**src/adcsr_pkg.sv**
```systemverilog
/*
  Package for the converter sleep and reset control block: register
  addresses, field positions, reset values and timing counts.
  Assumes an 8-bit data-memory bus with bank-mirrored addresses.
*/
package adcsr_pkg;
  // ==========================================================
  // Register addresses (8-bit data memory space)
  localparam logic [7:0] ADDR_IRQ_CONTROL = 8'h0B;
  localparam logic [7:0] ADDR_IRQ_CONTROL_HI = 8'h8B;
  localparam logic [7:0] ADDR_PERIPH_FLAG = 8'h0C;
  localparam logic [7:0] ADDR_RESULT = 8'h1E;
  localparam logic [7:0] ADDR_CONV_CONTROL = 8'h1F;
  localparam logic [7:0] ADDR_PERIPH_ENABLE = 8'h8C;
  localparam logic [7:0] ADDR_PIN_CONFIG = 8'h9F;
  localparam logic [7:0] ADDR_IRQ_MASK = 8'h90;
  // ==========================================================
  // Field positions in the control register
  localparam int CTL_ON_BIT = 0;
  localparam int CTL_GO_BIT = 2;
  localparam int CTL_CHS_LO = 3;
  localparam int CTL_CHS_HI = 4;
  localparam int CTL_CLK_LO = 6;
  localparam int CTL_CLK_HI = 7;
  localparam logic [7:0] CTL_WRITE_MASK = 8'hDD;
  // Flag and enable registers share this bit
  localparam int DONE_BIT = 6;
  localparam logic [7:0] DONE_MASK = 8'h40;
  // Interrupt control: global and peripheral enables
  localparam int GIE_BIT = 7;
  localparam int PERIPH_IRQ_EN_BIT = 6;
  localparam logic [7:0] PIN_CFG_MASK = 8'h07;
  // ==========================================================
  // Reset values and codes
  localparam logic [7:0] RST_ZERO = 8'h00;
  localparam logic [1:0] CLK_SEL_RC = 2'h3;
  localparam logic [1:0] CLK_SEL_DIV2 = 2'h0;
  localparam int RES_BITS = 8;
  localparam int STEP_COUNT = 256;
  // ==========================================================
  // Timing: one instruction cycle is four clocks
  localparam int CLK_NS = 100;
  localparam int INSTR_NS = 400;
  localparam int INSTR_CYC = (INSTR_NS + CLK_NS - 1) / CLK_NS;
  localparam int TAD_CYC_DEFAULT = 2;
  localparam logic [3:0] CNT_ONE = 4'h1;
  localparam logic [3:0] CNT_ZERO = 4'h0;
endpackage

```
**src/adcsr_ctrl.sv**
```systemverilog
/*
  Converter control: register file, successive-approximation sequencer,
  sleep and reset behaviour, and the converter interrupt.
  Assumes the core provides a one-cycle register port, a sleep level, a
  power-on indication and a comparator result from the analog front end.
*/
`timescale 1ns/100ps

// How it works
// - Only the RC clock code lets a conversion continue while sleeping.
// - With RC clock, conversion start waits one instruction cycle.
// - Completion clears the start bit and loads the result register.
// - Done during sleep with its interrupt enabled wakes the device.
// - Done during sleep without interrupt powers converter down, on bit stays.
// - Non-RC clock: sleep aborts conversion, powers down, on bit stays.
// - Any reset restores registers, powers down, aborts conversion.
// - Result survives non power-on resets; undefined after power-on.
// - Code steps from zero at one step, reference split in 256.
// - Interrupt control answers at both bank addresses.
// - Unimplemented register bits read as zero.
module adcsr_ctrl #(
  parameter int TAD_CYC = adcsr_pkg::TAD_CYC_DEFAULT
) (
  // Clock and reset
  input wire logic clk_in,
  input wire logic rst_in,
  input wire logic por_in,
  // Register port
  input wire logic [7:0] addr_in,
  input wire logic [7:0] wdata_in,
  input wire logic wr_in,
  input wire logic rd_in,
  output logic [7:0] rdata_out,
  // Core state
  input wire logic sleep_in,
  output logic wake_out,
  // Analog front end
  input wire logic comp_in,
  output logic [7:0] dac_out,
  output logic [1:0] channel_out,
  output logic powered_out,
  output logic sample_out,
  // Interrupt
  output logic irq_out
);
  typedef enum logic [1:0] {
    ADCSR_IDLE = 2'b00,
    ADCSR_DELAY = 2'b01,
    ADCSR_CONV = 2'b10
  } adcsr_state_t;

  // ==========================================================
  // Timing notes for the sequencer
  //
  // A trial value leaves sar_ff on one edge and reaches dac_out on the
  // next. The analog source then answers through comp_in at once, but
  // that answer is asynchronous to us. It passes three flip-flops and
  // the agreement filter before comp_ff may be trusted.
  //
  // Counting from the edge that loads a new trial:
  //   +1  dac_out shows the trial
  //   +2  first synchroniser stage holds the answer
  //   +3  second stage holds it
  //   +4  third stage holds it
  //   +5  comp_ff takes it, since stages two and three agree
  //   +6  earliest edge that may decide on the trial
  //
  // Every bit period is therefore stretched by SETTLE_CYC clocks on top
  // of TAD_CYC. Deciding any sooner would judge the trial by the answer
  // to the previous one, and the result would walk away from the input.
  // The cost is a slower conversion; the benefit is that the filter can
  // reject a single-clock glitch on the comparator.
  //
  // The same stretch applies to the first trial. Before the start the
  // comparator still answers for whatever dac_out held last, so the
  // first decision must also wait for the new answer.
  //
  // With the RC clock the sequencer first spends one instruction cycle
  // in the delay state. This gives the core time to enter sleep before
  // the first decision, so the digital switching noise is quiet during the
  // conversion.
  //
  // An abort may come in any state but idle. It clears the start bit and
  // returns to idle without touching the result or the done flag.
  // Clearing the on bit also returns to idle, but leaves the start bit set.
  //
  // The wait counter is four bits wide. TAD_CYC - 1 + SETTLE_CYC must
  // stay below sixteen, which limits TAD_CYC to twelve.
  localparam int SETTLE_CYC = 4;

  // ==========================================================
  // Comparator input synchroniser
  logic [2:0] comp_sync_ff;
  logic comp_ff;
  always_ff @(posedge clk_in or posedge rst_in) begin
    if (rst_in) begin
      comp_sync_ff <= 3'h0;
    end else begin
      comp_sync_ff <= {comp_sync_ff[1:0], comp_in};
    end
  end
  // Accept a level once the last two stages agree
  always_ff @(posedge clk_in or posedge rst_in) begin
    if (rst_in) begin
      comp_ff <= 1'b0;
    end else if (comp_sync_ff[2] == comp_sync_ff[1]) begin
      comp_ff <= comp_sync_ff[2];
    end
  end

  // ==========================================================
  // Registers
  logic [7:0] ctl_ff;
  logic [7:0] irqctl_ff;
  logic done_flag_ff;
  logic done_en_ff;
  logic [2:0] pincfg_ff;
  logic [7:0] result_ff;
  logic [7:0] irq_mask_ff;
  logic powered_ff;
  adcsr_state_t state_ff;
  logic [3:0] wait_ff;
  logic [3:0] bit_ff;
  logic [7:0] sar_ff;
  logic done_evt;
  logic abort_evt;
  logic start_evt;
  logic rc_clk;
  logic irq_ctl_hit;

  assign rc_clk = (ctl_ff[adcsr_pkg::CTL_CLK_HI:adcsr_pkg::CTL_CLK_LO] == adcsr_pkg::CLK_SEL_RC);
  assign irq_ctl_hit = (addr_in == adcsr_pkg::ADDR_IRQ_CONTROL) || (addr_in == adcsr_pkg::ADDR_IRQ_CONTROL_HI);
  // Start only while the module is on
  assign start_evt = wr_in && (addr_in == adcsr_pkg::ADDR_CONV_CONTROL) && wdata_in[adcsr_pkg::CTL_GO_BIT]
                     && wdata_in[adcsr_pkg::CTL_ON_BIT] && (state_ff == ADCSR_IDLE);
  // Sleep with a non-RC clock kills a running conversion
  assign abort_evt = sleep_in && !rc_clk && (state_ff != ADCSR_IDLE);
  assign done_evt = (state_ff == ADCSR_CONV) && (bit_ff == adcsr_pkg::CNT_ZERO)
                    && (wait_ff == adcsr_pkg::CNT_ZERO) && !abort_evt;

  // Control register; hardware clear of the start bit wins over writes
  always_ff @(posedge clk_in or posedge rst_in) begin
    if (rst_in) begin
      ctl_ff <= adcsr_pkg::RST_ZERO;
    end else begin
      if (wr_in && addr_in == adcsr_pkg::ADDR_CONV_CONTROL) begin
        ctl_ff <= wdata_in & adcsr_pkg::CTL_WRITE_MASK;
        if (!start_evt && state_ff == ADCSR_IDLE) begin
          ctl_ff[adcsr_pkg::CTL_GO_BIT] <= 1'b0;
        end else if (state_ff != ADCSR_IDLE) begin
          ctl_ff[adcsr_pkg::CTL_GO_BIT] <= 1'b1;
        end
      end
      if (done_evt || abort_evt) begin
        ctl_ff[adcsr_pkg::CTL_GO_BIT] <= 1'b0;
      end
    end
  end

  // Interrupt control, enable, pin configuration, interrupt mask
  always_ff @(posedge clk_in or posedge rst_in) begin
    if (rst_in) begin
      irqctl_ff <= adcsr_pkg::RST_ZERO;
      done_en_ff <= 1'b0;
      pincfg_ff <= 3'h0;
      irq_mask_ff <= adcsr_pkg::RST_ZERO;
    end else if (wr_in) begin
      if (irq_ctl_hit) begin
        irqctl_ff <= wdata_in;
      end
      if (addr_in == adcsr_pkg::ADDR_PERIPH_ENABLE) begin
        done_en_ff <= wdata_in[adcsr_pkg::DONE_BIT];
      end
      if (addr_in == adcsr_pkg::ADDR_PIN_CONFIG) begin
        pincfg_ff <= wdata_in[2:0];
      end
      if (addr_in == adcsr_pkg::ADDR_IRQ_MASK) begin
        irq_mask_ff <= wdata_in & adcsr_pkg::DONE_MASK;
      end
    end
  end

  // Sticky done flag: write one to clear, a new event wins the race
  always_ff @(posedge clk_in or posedge rst_in) begin
    if (rst_in) begin
      done_flag_ff <= 1'b0;
    end else if (done_evt) begin
      done_flag_ff <= 1'b1;
    end else if (wr_in && addr_in == adcsr_pkg::ADDR_PERIPH_FLAG && wdata_in[adcsr_pkg::DONE_BIT]) begin
      done_flag_ff <= 1'b0;
    end
  end

  // Result is kept across ordinary resets; power-on clears it as a
  // defined stand-in for the undefined content
  always_ff @(posedge clk_in) begin
    if (por_in) begin
      result_ff <= adcsr_pkg::RST_ZERO;
    end else if (done_evt) begin
      result_ff <= sar_ff;
    end
  end

  // ==========================================================
  // Sequencer: RC start delay, then one bit per conversion period
  always_ff @(posedge clk_in or posedge rst_in) begin
    if (rst_in) begin
      state_ff <= ADCSR_IDLE;
      wait_ff <= adcsr_pkg::CNT_ZERO;
      bit_ff <= adcsr_pkg::CNT_ZERO;
      sar_ff <= adcsr_pkg::RST_ZERO;
    end else begin
      unique case (state_ff)
        ADCSR_IDLE: begin
          if (start_evt) begin
            sar_ff <= 8'h80;
            bit_ff <= 4'(adcsr_pkg::RES_BITS);
            if (wdata_in[adcsr_pkg::CTL_CLK_HI:adcsr_pkg::CTL_CLK_LO] == adcsr_pkg::CLK_SEL_RC) begin
              state_ff <= ADCSR_DELAY;
              wait_ff <= 4'(adcsr_pkg::INSTR_CYC - 1);
            end else begin
              state_ff <= ADCSR_CONV;
              wait_ff <= 4'(TAD_CYC - 1 + SETTLE_CYC);
            end
          end
        end
        ADCSR_DELAY: begin
          if (abort_evt || !ctl_ff[adcsr_pkg::CTL_ON_BIT]) begin
            state_ff <= ADCSR_IDLE;
          end else if (wait_ff == adcsr_pkg::CNT_ZERO) begin
            state_ff <= ADCSR_CONV;
            wait_ff <= 4'(TAD_CYC - 1 + SETTLE_CYC);
          end else begin
            wait_ff <= wait_ff - adcsr_pkg::CNT_ONE;
          end
        end
        ADCSR_CONV: begin
          if (abort_evt || !ctl_ff[adcsr_pkg::CTL_ON_BIT]) begin
            state_ff <= ADCSR_IDLE;
          end else if (wait_ff != adcsr_pkg::CNT_ZERO) begin
            wait_ff <= wait_ff - adcsr_pkg::CNT_ONE;
          end else if (bit_ff == adcsr_pkg::CNT_ZERO) begin
            state_ff <= ADCSR_IDLE;
          end else begin
            // Comparator high: input at or above trial, keep the bit;
            // first code step lands at reference / 256
            wait_ff <= 4'(TAD_CYC - 1 + SETTLE_CYC);
            bit_ff <= bit_ff - adcsr_pkg::CNT_ONE;
            if (!comp_ff) begin
              sar_ff[3'(bit_ff - adcsr_pkg::CNT_ONE)] <= 1'b0;
            end
            if (bit_ff != adcsr_pkg::CNT_ONE) begin
              sar_ff[3'(bit_ff - 4'h2)] <= 1'b1;
            end
          end
        end
        default: begin
          state_ff <= ADCSR_IDLE;
        end
      endcase
    end
  end

  // ==========================================================
  // Power state: on bit powers up while awake; sleep with a non-RC clock,
  // or completion in sleep without its interrupt, powers down while the on
  // bit stays set, since only the analog part is switched off
  always_ff @(posedge clk_in or posedge rst_in) begin
    if (rst_in) begin
      powered_ff <= 1'b0;
    end else if (!ctl_ff[adcsr_pkg::CTL_ON_BIT]) begin
      powered_ff <= 1'b0;
    end else if (sleep_in && !rc_clk) begin
      powered_ff <= 1'b0;
    end else if (sleep_in && done_evt && !done_en_ff) begin
      powered_ff <= 1'b0;
    end else if (!sleep_in) begin
      powered_ff <= 1'b1;
    end
  end

  // Wake pulse on completion in sleep with the converter interrupt on
  always_ff @(posedge clk_in or posedge rst_in) begin
    if (rst_in) begin
      wake_out <= 1'b0;
    end else begin
      wake_out <= sleep_in && done_evt && done_en_ff;
    end
  end

  // ==========================================================
  // Read data one cycle after the strobe
  always_ff @(posedge clk_in or posedge rst_in) begin
    if (rst_in) begin
      rdata_out <= adcsr_pkg::RST_ZERO;
    end else if (rd_in) begin
      if (irq_ctl_hit) begin
        rdata_out <= irqctl_ff;
      end else if (addr_in == adcsr_pkg::ADDR_PERIPH_FLAG) begin
        rdata_out <= {1'b0, done_flag_ff, 6'h00};
      end else if (addr_in == adcsr_pkg::ADDR_PERIPH_ENABLE) begin
        rdata_out <= {1'b0, done_en_ff, 6'h00};
      end else if (addr_in == adcsr_pkg::ADDR_RESULT) begin
        rdata_out <= result_ff;
      end else if (addr_in == adcsr_pkg::ADDR_CONV_CONTROL) begin
        rdata_out <= ctl_ff;
      end else if (addr_in == adcsr_pkg::ADDR_PIN_CONFIG) begin
        rdata_out <= {5'h00, pincfg_ff};
      end else if (addr_in == adcsr_pkg::ADDR_IRQ_MASK) begin
        rdata_out <= irq_mask_ff;
      end else begin
        rdata_out <= adcsr_pkg::RST_ZERO;
      end
    end else begin
      rdata_out <= adcsr_pkg::RST_ZERO;
    end
  end

  // ==========================================================
  // Front-end drive and interrupt level
  always_ff @(posedge clk_in or posedge rst_in) begin
    if (rst_in) begin
      dac_out <= adcsr_pkg::RST_ZERO;
      channel_out <= 2'h0;
      sample_out <= 1'b0;
    end else begin
      dac_out <= sar_ff;
      channel_out <= ctl_ff[adcsr_pkg::CTL_CHS_HI:adcsr_pkg::CTL_CHS_LO];
      sample_out <= (state_ff == ADCSR_IDLE) && powered_ff;
    end
  end

  assign powered_out = powered_ff;
  // Masked sticky flag, also gated by the core's enables
  assign irq_out = done_flag_ff && irq_mask_ff[adcsr_pkg::DONE_BIT]
                   && irqctl_ff[adcsr_pkg::PERIPH_IRQ_EN_BIT] && irqctl_ff[adcsr_pkg::GIE_BIT];
endmodule

```
**config.mk**
```make
export PLATFORM = sky130hd
export DESIGN_NAME = adcsr_ctrl
export DESIGN_NICKNAME = d
export VERILOG_FILES = /design/src/adcsr_pkg.sv /design/src/adcsr_ctrl.sv
export SDC_FILE = /design/constraint.sdc
export NUM_CORES = 1
export LEC_CHECK = 0
export BUFFER_PORTS_ARGS = -buffer_cell sky130_fd_sc_hd__buf_2
export CAP_MARGIN = 20
export CORE_MARGIN = 4
export CORE_UTILIZATION = 40
export DETAILED_ROUTE_END_ITERATION = 8
export GPL_TIMING_DRIVEN = 1
export PLACE_DENSITY = 0.59
export SLEW_MARGIN = 10
export SYNTH_ARGS = -nofsm -noshare
export SYNTH_HDL_FRONTEND = slang
export SYNTH_SLANG_ARGS = --single-unit
```
**constraint.sdc**
```tcl
create_clock -name clk_in -period 4.1 [get_ports clk_in]
set_input_delay 0.205 -clock clk_in [delete_from_list [all_inputs] [get_ports clk_in]]
set_output_delay 0.205 -clock clk_in [all_outputs]
set_load 0.005 [all_outputs]
```
==> flow_summary.ini <==
[outcome]
status = completed

[drt]
wl_um = 7070
first_pass_iters = 4
postRouteAntennaNets = 0
drtIter0Drc = 72
viasPerCell = 5.36
drc = 0
routedWlPerCell_um = 15.7
num_vias = 2413

[power_and_ir_drop]
power_density_mw_per_mm2 = 529
ir_drop_v = 0.000178
p_leak_uw = 0.00179

[flow_run]
max-cap-violations = 0

[sta]
post-route-min-period_ns = 2.47
worst_pin_slew_ns = 0.989
post-route-period-util_pct = 60.1
slew_headroom_pct = 33.8
grt_setup_unrepaired = no
fin_skew_ns = 0.0118
setup_viol = 0
max_freq_ghz = 0.406
hold_viol = 0
setup_tns_ns = 0
hold_ws_ns = 0.0758
drv_slew = 0
fin_ws_ns = 1.63

[cts]
cts-htree-levels = 3
cts_buffer_depth = 2
ctsRootBufferMaster = clkbuf_8
cts_tree = done
insertion_delay_ns = 0.35
clk_pin_slew_ns = 0.08
cts_sinks = 71
cts_inserted_buffers = 9

[placement]
hpwl_um = 4970
post-place-ws_ns = 1.57
port-buffer-count = 44
place_congestion = 0.785

[logic_synthesis]
yosys-mux-area-fraction_pct = 9.45
yosys.area_share.simple_pct = 13.2
synthDistinctLibCells = 50
syn_area_per_cell_um2 = 10.9
ys_ff_latch = 71
synth_fa_ha_area_share_pct = 3.44
synth_cells = 294
synth_edf_count = 0
synthArstFlopShare_pct = 88.7
ys_warn_count = 0
seq_area_frac_synth_pct = 54.2
synth_top_family_by_area = compound AO/OA/AOI/OAI gates
ys.flop_type = dfrtp_1
syn_area_mm2 = 0.00320
synth-xor-area-share_pct = 0.547
syn-num-nets = 325
synth_compound_area_share_pct = 15.9

[global_routing]
grt_max_degree = 64
grtUsageTotal_pct = 15.7
grt_pass1_vias = 2346
grt_pass1_wl_um = 12100
antenna_found_initial = 0
grt_overflow = 0

[setup_path]
arrival_ns = 2.66
regToRegSetupSlack_ns = 1.63
cp-end-kind = flop
r2r_cells = 7
path_class = flop to flop
r2r_end = sar_ff[7]
rr_startpoint = wait_ff[0]
cp_max_fo = 12
startpoint_type = flop
cp.required_ns = 4.29

[layout]
utilization_pct = 48.2
mostFrequentLayoutCells = dfrtp_1, buf_2, nor2_1
final_nets = 374
syn_to_final_growth_pct = 16.9
final_common_cell = dfrtp_1
diodes = 0
drive_gt1_share_pct = 24.4

[floorplanning]
die_w_um = 97.5
start_util_pct = 41.3
die_y_um = 97.5
dieArea_mm2 = 0.00951
fp.coreArea_mm2 = 0.00777
row_count = 32
pin_count = 45

[hold_path]
hp-class = input port to asynchronous set/reset pin
[Yosys cell counts (8+ instances only)]
cell      instances  area, um2
o31ai_1          13       97.6
inv_1            15       56.3
nor2_1           23       86.3
nand2_1          22       82.6
mux2i_1          10        100
mux2_2           18        203
a21boi_0          8       60.1
o21ai_0          16       80.1
ha_1              8        100
dfxtp_1           8        160
a22oi_1           9       67.6
dfrtp_1          63       1580
[stage by stage]
step	cell area, um2	total power [uW]	instances
6_report	3740	1980	450
5_1_grt	3740	2130	450
4_1_cts	3740	1990	450
3_5_place_dp	3530	1420	433
3_3_place_gp	3530	1410	433
2_1_floorplan	3200	1290	294
[critical path: stages (launching register included)]
cell and delay [ns]:
dfrtp_1 0.37, inv_1 0.11, ha_1 0.19, nor3b_1 0.55
nor2b_1 0.27, a31oi_1 0.36, o31ai_1 0.34, o31ai_1 0.12
[cells by family after synthesis]
kind of cell,count (synthesis)
simple gates,84
mux,28
xor+xnor,2
fa+ha+maj,9
compound gates,74
flops,71
buf+inv,26
[flip-flops by register name (all words and copies together) (netlist names)]
register and count:
dac_out 8, irqctl_ff 8, rdata_out 8, result_ff 8, sar_ff 8, ctl_ff 6, bit_ff 4, wait_ff 4
comp_sync_ff 3, pincfg_ff 3, channel_out 2, state_ff 2, comp_ff 1, done_en_ff 1, done_flag_ff 1, irq_mask_ff 1
powered_out 1, sample_out 1, wake_out 1
[what timing repair did]
action,in CTS,in global routing
gates resized for setup,0,0
setup buffers,0,0
hold buffers,1,0
hold endpoints to repair,1,0
[power by group]
group,internal (uW),switching (uW)
logic,212,362
registers,771,62.7
clock network,299,272
[how the worst max path moves through the flow]
stage / from / endpoint / slack, ns
after CTS: wait_ff[0] / sar_ff[7] / 1.63
after global routing: bit_ff[0] / bit_ff[1] / 1.28
after global placement: addr_in[5] / wait_ff[2] / 1.63
after detailed placement: addr_in[5] / wait_ff[2] / 1.57
final: wait_ff[0] / sar_ff[7] / 1.63
after floorplan: bit_ff[0] / wait_ff[2] / 1.80
[area by class of cell]
cell class,count,area [um2]
fillers,704,4020
clock buffers,10,138
multi-input cells,197,1360
clock inverters,6,67.6
flip-flops and latches,71,1740
repair buffers,48,253
inverters,16,60.1
well taps,102,128
[per-layer routing]
layer,vias up,part of all wire (%),track usage [%]
li1,1177,-,-
met1,1167,48,21.4
met2,54,46,24.1
met3,15,4.4,3.59
met4,0,2.0,6.71
met5,-,0,0
Note: power is estimated with default switching activity, not from simulation.
